--- config.mk ---
export PLATFORM = sky130hd
export DESIGN_NAME = spp_port_ctrl
export DESIGN_NICKNAME = d
export VERILOG_FILES = /design/src/hdl/spp_pkg.sv /design/src/hdl/spp_stream_if.sv /design/src/hdl/spp_port_ctrl.sv /design/src/hdl/spp_skid_buf.sv
export VERILOG_INCLUDE_DIRS = /design/src /design/src/hdl
export SDC_FILE = /design/constraint.sdc
export NUM_CORES = 1
export LEC_CHECK = 0
export BUFFER_PORTS_ARGS = -buffer_cell sky130_fd_sc_hd__buf_2
export CORE_UTILIZATION = 40
export DETAILED_ROUTE_END_ITERATION = 8
export PLACE_DENSITY = 0.66
export SETUP_SLACK_MARGIN = 0.15
export SKIP_CTS_REPAIR_TIMING = 1
export SLEW_MARGIN = 5
export SYNTH_ARGS = -nofsm -noshare
export SYNTH_HDL_FRONTEND = slang
export SYNTH_SLANG_ARGS = --single-unit
--- constraint.sdc ---
create_clock -name clk_i -period 4.65 [get_ports clk_i]
set_input_delay 1.395 -clock clk_i [delete_from_list [all_inputs] [get_ports clk_i]]
set_output_delay 1.395 -clock clk_i [all_outputs]
set_load 0.02 [all_outputs]
--- src/hdl/spp_params.svh ---
// Offsets, field positions, reset values of the strobed parallel port
`ifndef SPP_PARAMS_SVH
`define SPP_PARAMS_SVH

`define SPP_P6_ADDR    8'hd8
`define SPP_CSR_ADDR   8'he8
`define SPP_P6_RST     8'hff
`define SPP_CSR_RST    8'hfc
`define SPP_IBF        0
`define SPP_OBF        1
`define SPP_IN_MODE    2
`define SPP_OCLR_SEL   3
`define SPP_A_LO       4
`define SPP_A_HI       5
`define SPP_B_LO       6
`define SPP_B_HI       7
`define SPP_RW_LO      2
`define SPP_SYNC_RST_N 3'h7
`define SPP_SYNC_RST   3'h0

`endif

--- src/hdl/spp_pkg.sv ---
// Types of the strobed parallel port
package spp_pkg;
    typedef logic [7:0] spp_byte_t;

    // Flag pin mode, order follows the two mode bits
    typedef enum logic [1:0] {
        SPP_PIN_LOW,
        SPP_PIN_HIGH,
        SPP_PIN_FLAG,
        SPP_PIN_INPUT
    } spp_pin_mode_t;

    typedef struct packed {
        spp_byte_t  p6;
        spp_byte_t  port6_ctrl_status;
        logic [2:0] ods_sync;
        logic [2:0] ids_sync;
        logic [2:0] a_sync;
        logic [2:0] b_sync;
        spp_byte_t  pd_s1;
        spp_byte_t  pd_s2;
        spp_byte_t  in_reg;
        logic       transp;
        logic       pend;
        spp_byte_t  pend_data;
        spp_byte_t  rdata;
        spp_byte_t  pout;
        logic       poe;
        logic       a_o;
        logic       a_oe;
        logic       b_o;
        logic       b_oe;
    } spp_state_t;
endpackage : spp_pkg

--- src/hdl/spp_stream_if.sv ---
// Valid/ready byte stream between the port logic and its buffer
`timescale 1ns/1ps
interface spp_stream_if #(parameter int WIDTH = 8);
    logic             valid;
    logic             ready;
    logic [WIDTH-1:0] data;
    modport src (output valid, output data, input ready);
    modport snk (input valid, input data, output ready);
endinterface : spp_stream_if

--- src/hdl/spp_port_ctrl.sv ---
// Strobed parallel port: data latch, control/status, strobes and flag pins
`timescale 1ns/1ps
`include "spp_params.svh"
module spp_port_ctrl #(
    parameter int BUF_DEPTH = 2
) (
    // Clock and reset
    input  wire logic                clk_i,
    input  wire logic                arst_n_i,
    // CPU special function register access
    input  wire logic [7:0]          sfr_addr_i,
    input  wire logic                sfr_wr_i,
    input  wire logic                sfr_rd_i,
    input  wire spp_pkg::spp_byte_t  sfr_wdata_i,
    output spp_pkg::spp_byte_t       sfr_rdata_o,
    // Parallel port data pins
    input  wire spp_pkg::spp_byte_t  port_data_i,
    output spp_pkg::spp_byte_t       port_data_o,
    output logic                     port_data_oe_o,
    // Strobes
    input  wire logic                output_strobe_n_i,
    input  wire logic                input_strobe_n_i,
    // Flag pins
    input  wire logic                flag_pin_a_i,
    output logic                     flag_pin_a_o,
    output logic                     flag_pin_a_oe_o,
    input  wire logic                flag_pin_b_i,
    output logic                     flag_pin_b_o,
    output logic                     flag_pin_b_oe_o
);
    import spp_pkg::*;

    spp_state_t    s;
    spp_state_t    next_s;
    spp_pin_mode_t mode_a;
    spp_pin_mode_t mode_b;
    logic          pe_block;
    logic          ods_ev;
    logic          ids_ev;
    logic          wr_p6;
    logic          wr_csr;
    logic          rd_p6;
    logic          rd_csr;
    logic          out_always;
    logic          load;
    logic          cap_valid;
    spp_byte_t     cap_data;
    logic          drn_ready;

    spp_stream_if #(.WIDTH(8)) cap_if ();
    spp_stream_if #(.WIDTH(8)) drn_if ();

    assign cap_if.valid = cap_valid;
    assign cap_if.data = cap_data;
    assign drn_if.ready = drn_ready;

    spp_skid_buf #(
        .WIDTH (8),
        .DEPTH (BUF_DEPTH)
    ) u_buf (
        .clk_i    (clk_i),
        .arst_n_i (arst_n_i),
        .in_s     (cap_if),
        .out_s    (drn_if)
    );

    function automatic logic spp_rise(input logic [2:0] v);
        return v[1] && !v[2];
    endfunction : spp_rise

    function automatic logic spp_fall(input logic [2:0] v);
        return !v[1] && v[2];
    endfunction : spp_fall

    always_comb begin
        next_s = s;
        // Bit 0 is the first synchroniser stage, read only by bit 1
        next_s.ods_sync = {s.ods_sync[1:0], output_strobe_n_i};
        next_s.ids_sync = {s.ids_sync[1:0], input_strobe_n_i};
        next_s.a_sync = {s.a_sync[1:0], flag_pin_a_i};
        next_s.b_sync = {s.b_sync[1:0], flag_pin_b_i};
        next_s.pd_s1 = port_data_i;
        next_s.pd_s2 = s.pd_s1;

        mode_a = spp_pin_mode_t'(s.port6_ctrl_status[`SPP_A_HI:`SPP_A_LO]);
        mode_b = spp_pin_mode_t'(s.port6_ctrl_status[`SPP_B_HI:`SPP_B_LO]);
        pe_block = (mode_b == SPP_PIN_INPUT) && s.b_sync[1];
        ods_ev = !pe_block && (s.port6_ctrl_status[`SPP_OCLR_SEL] ? spp_rise(s.ods_sync)
                                                    : spp_fall(s.ods_sync));
        ids_ev = !pe_block && (s.port6_ctrl_status[`SPP_IN_MODE] ? spp_fall(s.ids_sync)
                                                   : spp_rise(s.ids_sync));
        wr_p6 = sfr_wr_i && (sfr_addr_i == `SPP_P6_ADDR);
        wr_csr = sfr_wr_i && (sfr_addr_i == `SPP_CSR_ADDR);
        rd_p6 = sfr_rd_i && (sfr_addr_i == `SPP_P6_ADDR);
        rd_csr = sfr_rd_i && (sfr_addr_i == `SPP_CSR_ADDR);

        // CPU writes; flag bits stay read-only
        if (wr_p6) begin
            next_s.p6 = sfr_wdata_i;
        end
        if (wr_csr) begin
            next_s.port6_ctrl_status[7:`SPP_RW_LO] = sfr_wdata_i[7:`SPP_RW_LO];
        end

        // Output full: a write in the same cycle as a clear edge wins
        if (wr_p6) begin
            next_s.port6_ctrl_status[`SPP_OBF] = 1'b1;
        end else if (ods_ev) begin
            next_s.port6_ctrl_status[`SPP_OBF] = 1'b0;
        end

        // Capture into the buffer; a refused word waits as pending
        cap_valid = ids_ev || s.pend;
        cap_data = ids_ev ? s.pd_s2 : s.pend_data;
        next_s.pend = cap_valid && !cap_if.ready;
        if (cap_valid && !cap_if.ready) begin
            next_s.pend_data = cap_data;
        end

        // Transparent input register follows the pins until strobe rises
        if (s.transp) begin
            next_s.in_reg = s.pd_s2;
            if (spp_rise(s.ids_sync) || !s.port6_ctrl_status[`SPP_IN_MODE] || pe_block) begin
                next_s.transp = 1'b0;
            end
        end

        // Input full: load from buffer in the same cycle as a read wins
        drn_ready = !s.port6_ctrl_status[`SPP_IBF] || rd_p6;
        load = drn_if.valid && drn_ready;
        if (rd_p6) begin
            next_s.port6_ctrl_status[`SPP_IBF] = 1'b0;
        end
        if (load) begin
            next_s.in_reg = drn_if.data;
            next_s.port6_ctrl_status[`SPP_IBF] = 1'b1;
            next_s.transp = s.port6_ctrl_status[`SPP_IN_MODE] && !s.ids_sync[1] && !pe_block;
        end

        // Read data
        if (rd_p6) begin
            next_s.rdata = s.in_reg;
        end else if (rd_csr) begin
            next_s.rdata = s.port6_ctrl_status;
        end else if (sfr_rd_i) begin
            next_s.rdata = 8'h00;
        end

        // Port drivers and data source
        out_always = !s.port6_ctrl_status[`SPP_B_HI] && (mode_a == SPP_PIN_FLAG);
        next_s.pout = ((mode_a == SPP_PIN_INPUT) && s.a_sync[1]) ? s.port6_ctrl_status : s.p6;
        next_s.poe = out_always || (!pe_block && !s.ods_sync[1]);

        // Flag pins follow the mode and flags as they will be next cycle
        unique case (spp_pin_mode_t'(next_s.port6_ctrl_status[`SPP_A_HI:`SPP_A_LO]))
            SPP_PIN_LOW:   {next_s.a_o, next_s.a_oe} = 2'h1;
            SPP_PIN_HIGH:  {next_s.a_o, next_s.a_oe} = 2'h3;
            SPP_PIN_FLAG:  {next_s.a_o, next_s.a_oe} = {next_s.port6_ctrl_status[`SPP_OBF], 1'b1};
            SPP_PIN_INPUT: {next_s.a_o, next_s.a_oe} = 2'h0;
        endcase
        unique case (spp_pin_mode_t'(next_s.port6_ctrl_status[`SPP_B_HI:`SPP_B_LO]))
            SPP_PIN_LOW:   {next_s.b_o, next_s.b_oe} = 2'h1;
            SPP_PIN_HIGH:  {next_s.b_o, next_s.b_oe} = 2'h3;
            SPP_PIN_FLAG:  {next_s.b_o, next_s.b_oe} = {next_s.port6_ctrl_status[`SPP_IBF], 1'b1};
            SPP_PIN_INPUT: {next_s.b_o, next_s.b_oe} = 2'h0;
        endcase
    end

    always_ff @(posedge clk_i or negedge arst_n_i) begin
        if (!arst_n_i) begin
            s <= '0;
            s.p6 <= `SPP_P6_RST;
            s.port6_ctrl_status <= `SPP_CSR_RST;
            s.pout <= `SPP_P6_RST;
            s.ods_sync <= `SPP_SYNC_RST_N;
            s.ids_sync <= `SPP_SYNC_RST_N;
            s.a_sync <= `SPP_SYNC_RST;
            s.b_sync <= `SPP_SYNC_RST;
        end else begin
            s <= next_s;
        end
    end

    assign sfr_rdata_o = s.rdata;
    assign port_data_o = s.pout;
    assign port_data_oe_o = s.poe;
    assign flag_pin_a_o = s.a_o;
    assign flag_pin_a_oe_o = s.a_oe;
    assign flag_pin_b_o = s.b_o;
    assign flag_pin_b_oe_o = s.b_oe;
endmodule : spp_port_ctrl

--- src/hdl/spp_skid_buf.sv ---
// Small FIFO between strobe capture and the input buffer register
`timescale 1ns/1ps
module spp_skid_buf #(
    parameter int WIDTH = 8,
    parameter int DEPTH = 2
) (
    // Clock and reset
    input wire logic    clk_i,
    input wire logic    arst_n_i,
    // Streams
    spp_stream_if.snk   in_s,
    spp_stream_if.src   out_s
);
    import spp_pkg::*;

    localparam int AW = (DEPTH > 1) ? $clog2(DEPTH) : 1;

    typedef struct packed {
        logic [DEPTH-1:0][WIDTH-1:0] mem;
        logic [AW-1:0]               wp;
        logic [AW-1:0]               rp;
        logic [AW:0]                 cnt;
    } spp_fifo_state_t;

    spp_fifo_state_t s;
    spp_fifo_state_t next_s;
    logic            push;
    logic            pop;

    function automatic logic [AW-1:0] spp_wrap(input logic [AW-1:0] p);
        return (p == AW'(DEPTH - 1)) ? '0 : AW'(p + 1'b1);
    endfunction : spp_wrap

    assign in_s.ready = (s.cnt != (AW+1)'(DEPTH));
    assign out_s.valid = (s.cnt != '0);
    assign out_s.data = s.mem[s.rp];

    always_comb begin
        next_s = s;
        push = in_s.valid && in_s.ready;
        pop = out_s.valid && out_s.ready;
        if (push) begin
            next_s.mem[s.wp] = in_s.data;
            next_s.wp = spp_wrap(s.wp);
        end
        if (pop) begin
            next_s.rp = spp_wrap(s.rp);
        end
        next_s.cnt = (AW+1)'(s.cnt + {{AW{1'b0}}, push} - {{AW{1'b0}}, pop});
    end

    always_ff @(posedge clk_i or negedge arst_n_i) begin
        if (!arst_n_i) begin
            s <= '0;
        end else begin
            s <= next_s;
        end
    end
endmodule : spp_skid_buf

==> After elaboration in Yosys (flattened, before gate mapping) <==
Index checks and enable logic that the tools add are counted.
{ "totals": {"out_inout_bits": 21, "reg_bits": 101, "wordCells": 107, "inputBits": 32} }
{ "op_classes": {"n_reduce_logical": 39, "n_addsub": 4, "eq_ne": 12, "n_mux": 24, "order_cmp": 3} }
{ "ops": {"columns": ["operator", "count"], "rows": [
  ["$mux W8", 8],
  ["$logic_and A1 B1 Y1", 20],
  ["$mux W9", 2],
  ["$bwmux W16", 1],
  ["$eq A8 B8 Y1 const B", 2],
  ["$pmux W2 S4", 2],
  ["$eq A2 B2 Y1 const B", 7],
  ["$logic_not A1 Y1", 9],
  ["$mux W1", 9],
  ["$demux W8 S1", 1],
  ["$mux W6", 1],
  ["$logic_or A1 B1 Y1", 5],
  ["$eq A2 B1 Y1 const B", 2],
  ["$logic_not A2 Y1", 2],
  ["$lt A1 B2 Y1 const B", 2],
  ["$reduce_bool A2 Y1", 2],
  ["$reduce_bool A3 Y1", 1],
  ["$add A1 B1 Y1 const B", 2],
  ["$add A2 B1 Y2", 1],
  ["$ne A2 B2 Y1 const B", 1],
  ["$sub A2 B1 Y2", 1],
  ["$ge A1 B1 Y1 const B", 1]
]} }

==> Depth between registers and ports, before layout <==
{ "depth": {"word_depth": 8, "mapped_depth": 7} }

==> By module <==
Synthesis repeated with hierarchy kept, for this count alone.
{ "hier_totals": {"hier_cells": 318, "area_unflattened_um2": 4249.1} }
{ "by_module_without_submodules": {"columns": ["module", "seq_area_each_um2", "area_each_um2", "cells_per_inst", "n_inst"], "rows": [
  ["spp_port_ctrl", 2062.0, 3329.4, 253, 1],
  ["spp_skid_buf", 500.5, 919.6, 65, 1]
]} }

==> Worst setup path after synthesis <==
Ideal clock, no wire load.
{ "synth_timing": {"path_kind": "input to register", "from": "in sfr_addr_i[1]", "to": "reg s, in the netlist mode_a[1]", "arrival_time_ns": 2.731, "path_stages": 4, "t_required_ns": 4.568, "n_path_buf": 1, "setup_ns": 0.082, "setup_slack_ns": 1.837, "path_cell_list": "or4b_4 nor3_4 buf_6 mux2_2"} }
{ "synth_lines": {"columns": ["element", "line", "rtl"], "rows": [
  ["start: declaration", "spp_port_ctrl.sv:11", "input wire logic [7:0] sfr_addr_i,"],
  ["end signal: assignment", "spp_port_ctrl.sv:180", "s <= next_s;"],
  ["end: declaration", "spp_port_ctrl.sv:33", "spp_state_t s;"]
]} }

==> impl_results.md <==
- Outcome: completed
- Worst slack, placed: 1.55 ns
- Post-synth ARST share: 100%
- Reg clk slew, reported paths: 0.10 ns
- Seq/Total Area, Yosys: between 60% and 70%
- Global-route wire length before repair: 13200 um
- Post-synth top cells: dfrtp_1 (73), mux2i_1 (34), dfstp_2 (28)
- Mapped Nets: about 350
- DRT Wirelength: 7570 um
- Vias per cell: 5.03
- Vias: 2508
- Max_cap viols: 0
- GRT Total Usage: roughly 15%
- Commonest register cell after synthesis: dfrtp_1
- FF-to-FF setup slack: 2.70 ns
- Worst Slack Setup Final: 1.93 ns
- Antenna viol nets, final: 0
- Root buf cell: clkbuf_8
- Chip width: 105 um
- Sum Neg Setup Slack: 0 ns
- Yosys Warn Count: 0
- Area leader, netlist: dfrtp_1
- Fin util: 45.6%
- Post-layout nets: 391
- Fin. Hold Viols: 0
- Average wire per standard cell: roughly 15 um
- Number of synthesized flops with an enable pin: 0
- Fin area: 4690 um^2
- Clk Latency, worst-skew pair: between 0.3 and 0.4 ns
- Synth unique cells: 48
- Worst min path class: flop to flop
- Clk buf depth: 2
- CP Launch Type: input pin
- Fmax: around 370 MHz
- Most common cell in the netlist: dfrtp_1
- Critical Path Fanout Max: 14
- Min Tclk post-route: 2.72 ns
- Vias in the first global route: 2537
- H-tree depth: 3
- I/O Pins: 53
- Row Count: 37
- CTS sink count: between 100 and 150
- Max-slew headroom at the worst pin: 26.2%
- Final setup vio count: 0
- Die height: 105 um
- Post-Synthesis Cells: 319
- Cell Area, Placed: 4500 um^2
- Initial Utilization: roughly 40%
- Max VDD drop: between 150 and 200 uV
- GR Overflow Total: 0
- WS Path Type: input pin to flop
- Die Area: 11000 um^2
- CP required: 4.95 ns
- PortBufs: 52
- Initial antenna violation count: 0
- Area grow syn2layout: 10.9%
- Max Slew Vio Count: 0
- Diodes inserted: 0
- Placeable Area: 10300 um^2
- Drt first pass iters: 4
- Crit path arrival time: 3.02 ns
- Layout cells sized above 1: 36.6%
- Leakage: 2.02 nW
- PD cells: 434 nW/um^2
- Inserted Clock Buffers: 9
- RSZ-0062 raised after global routing: false
- Critical Path End Type: flop
- Largest net degree at the start of global routing: between 90 and 100
- Syn Area/Cell: 13.2 um^2
- Final Wtd Congestion: 0.763
- Clk_skew: 0.00878 ns
- Drt initial violations: 112
- Detailed placement HPWL: roughly 5300 um
- Cell types occupying the most area after synthesis: dfrtp_1 (43%), dfstp_2 (17%), mux2i_1 (8.1%), mux2_2 (6.9%), o2bb2ai_1 (3.5%)
- DRC viols: 0
- Post-Syn Area: roughly 4200 um^2
- Share of the synthesized area in the top cell type: approximately 43%
- Yosys reg bits: 101
- CTS tree: done
- Period utilisation layout: 58.4%
- Slew @ Worst Pin: approximately 1.1 ns
[sequential cells by signal, summed over array words and instances, names as in the netlist]
signal           cells
flag_pin_a_oe_o      1
mode_b               2
sfr_rdata_o          8
port_data_o          8
flag_pin_a_o         1
port_data_oe_o       1
u_buf.s             20
s                   40
flag_pin_b_o         1
mode_a               2
flag_pin_b_oe_o      1
next_s              16
[critical path, stage by stage]
cell and delay, ns:
buf_2 0.10, or4b_4 0.59, nor3_4 0.52, mux2_2 0.40
[cells in the final DEF (no fill, tap or decap), types with 2 or more instances in the layout]
cell type / instances
a21oi_1: 3
nor3b_1: 2
nor2b_1: 2
xnor2_1: 2
nor2_1: 14
dfrtp_1: 73
clkinv_4: 2
dfstp_2: 28
o21ai_0: 7
mux2i_1: 34
nor3_4: 2
o21bai_1: 3
nand2_1: 20
nand3b_1: 2
inv_1: 5
nand3_1: 3
buf_2: 51
and2_1: 9
buf_4: 2
mux2_2: 26
o21ai_2: 2
o21a_1: 2
a22oi_1: 3
nand2b_1: 7
inv_6: 2
clkbuf_8: 9
o2bb2ai_1: 17
a31oi_1: 8
[routing by layer]
metal	vias to the layer above	share of wire, %	track usage, %
li1	1199	-	-
met1	1237	48	21.2
met2	64	46	23.9
met3	8	4.4	3.37
met4	0	1.5	5.73
met5	-	0	0
[path summary, 6_finish.rpt]
| check | startpoint | endpoint | cells past startpoint |
|---|---|---|---|
| worst min-delay path | next_s[39]$_DFF_PN0_ | s[39]$_DFF_PN0_ | 0 |
| max in group asynchronous | arst_n_i | next_s[44]$_DFF_PN0_ | 2 |
| worst max register to register | mode_b[1]$_DFF_PN1_ | u_buf.s[4]$_DFFE_PN0P_ | 4 |
| min in group asynchronous | arst_n_i | sfr_rdata_o[3]$_DFFE_PN0P_ | 1 |
| worst max-delay path | sfr_addr_i[1] | mode_b[1]$_DFF_PN1_ | 4 |
| worst min register to register | next_s[39]$_DFF_PN0_ | s[39]$_DFF_PN0_ | 0 |
[cell families (layout without fill, tap and decap cells)]
kind of cell | count (synthesis) | count (layout) | synth area share, %
compound gates | 52 | 52 | 9.27
xor+xnor | 3 | 3 | 0.622
fa+ha+maj | 1 | 1 | 0.296
buf+inv | 30 | 74 | 4.29
flops | 101 | 101 | 60.6
mux | 60 | 60 | 15.0
simple gates | 72 | 72 | 9.92
[metrics by stage]
step / total power, mW / instances / hold slack (ns)
2_1_floorplan: 1.42 / 319 / 0.331
3_3_place_gp: 1.52 / 483 / 0.332
3_5_place_dp: 1.53 / 483 / 0.335
4_1_cts: 2.06 / 499 / 0.357
5_1_grt: 2.16 / 499 / 0.359
6_report: 2.03 / 499 / 0.356
[layout make-up]
class                   instances  area [um^2]
clock buffers                   9          124
clock inverters                 7         57.6
fillers                       965         5590
inverters                       5         18.8
multi-input cells             188         1480
flip-flops and latches        101         2560
well taps                     136          170
repair buffers                 53          270
[power by group]
part	internal, mW	switching [mW]
combinational	0.178	0.192
clock	0.202	0.316
sequential	1.04	0.102
(Power assumes the default switching activity.)
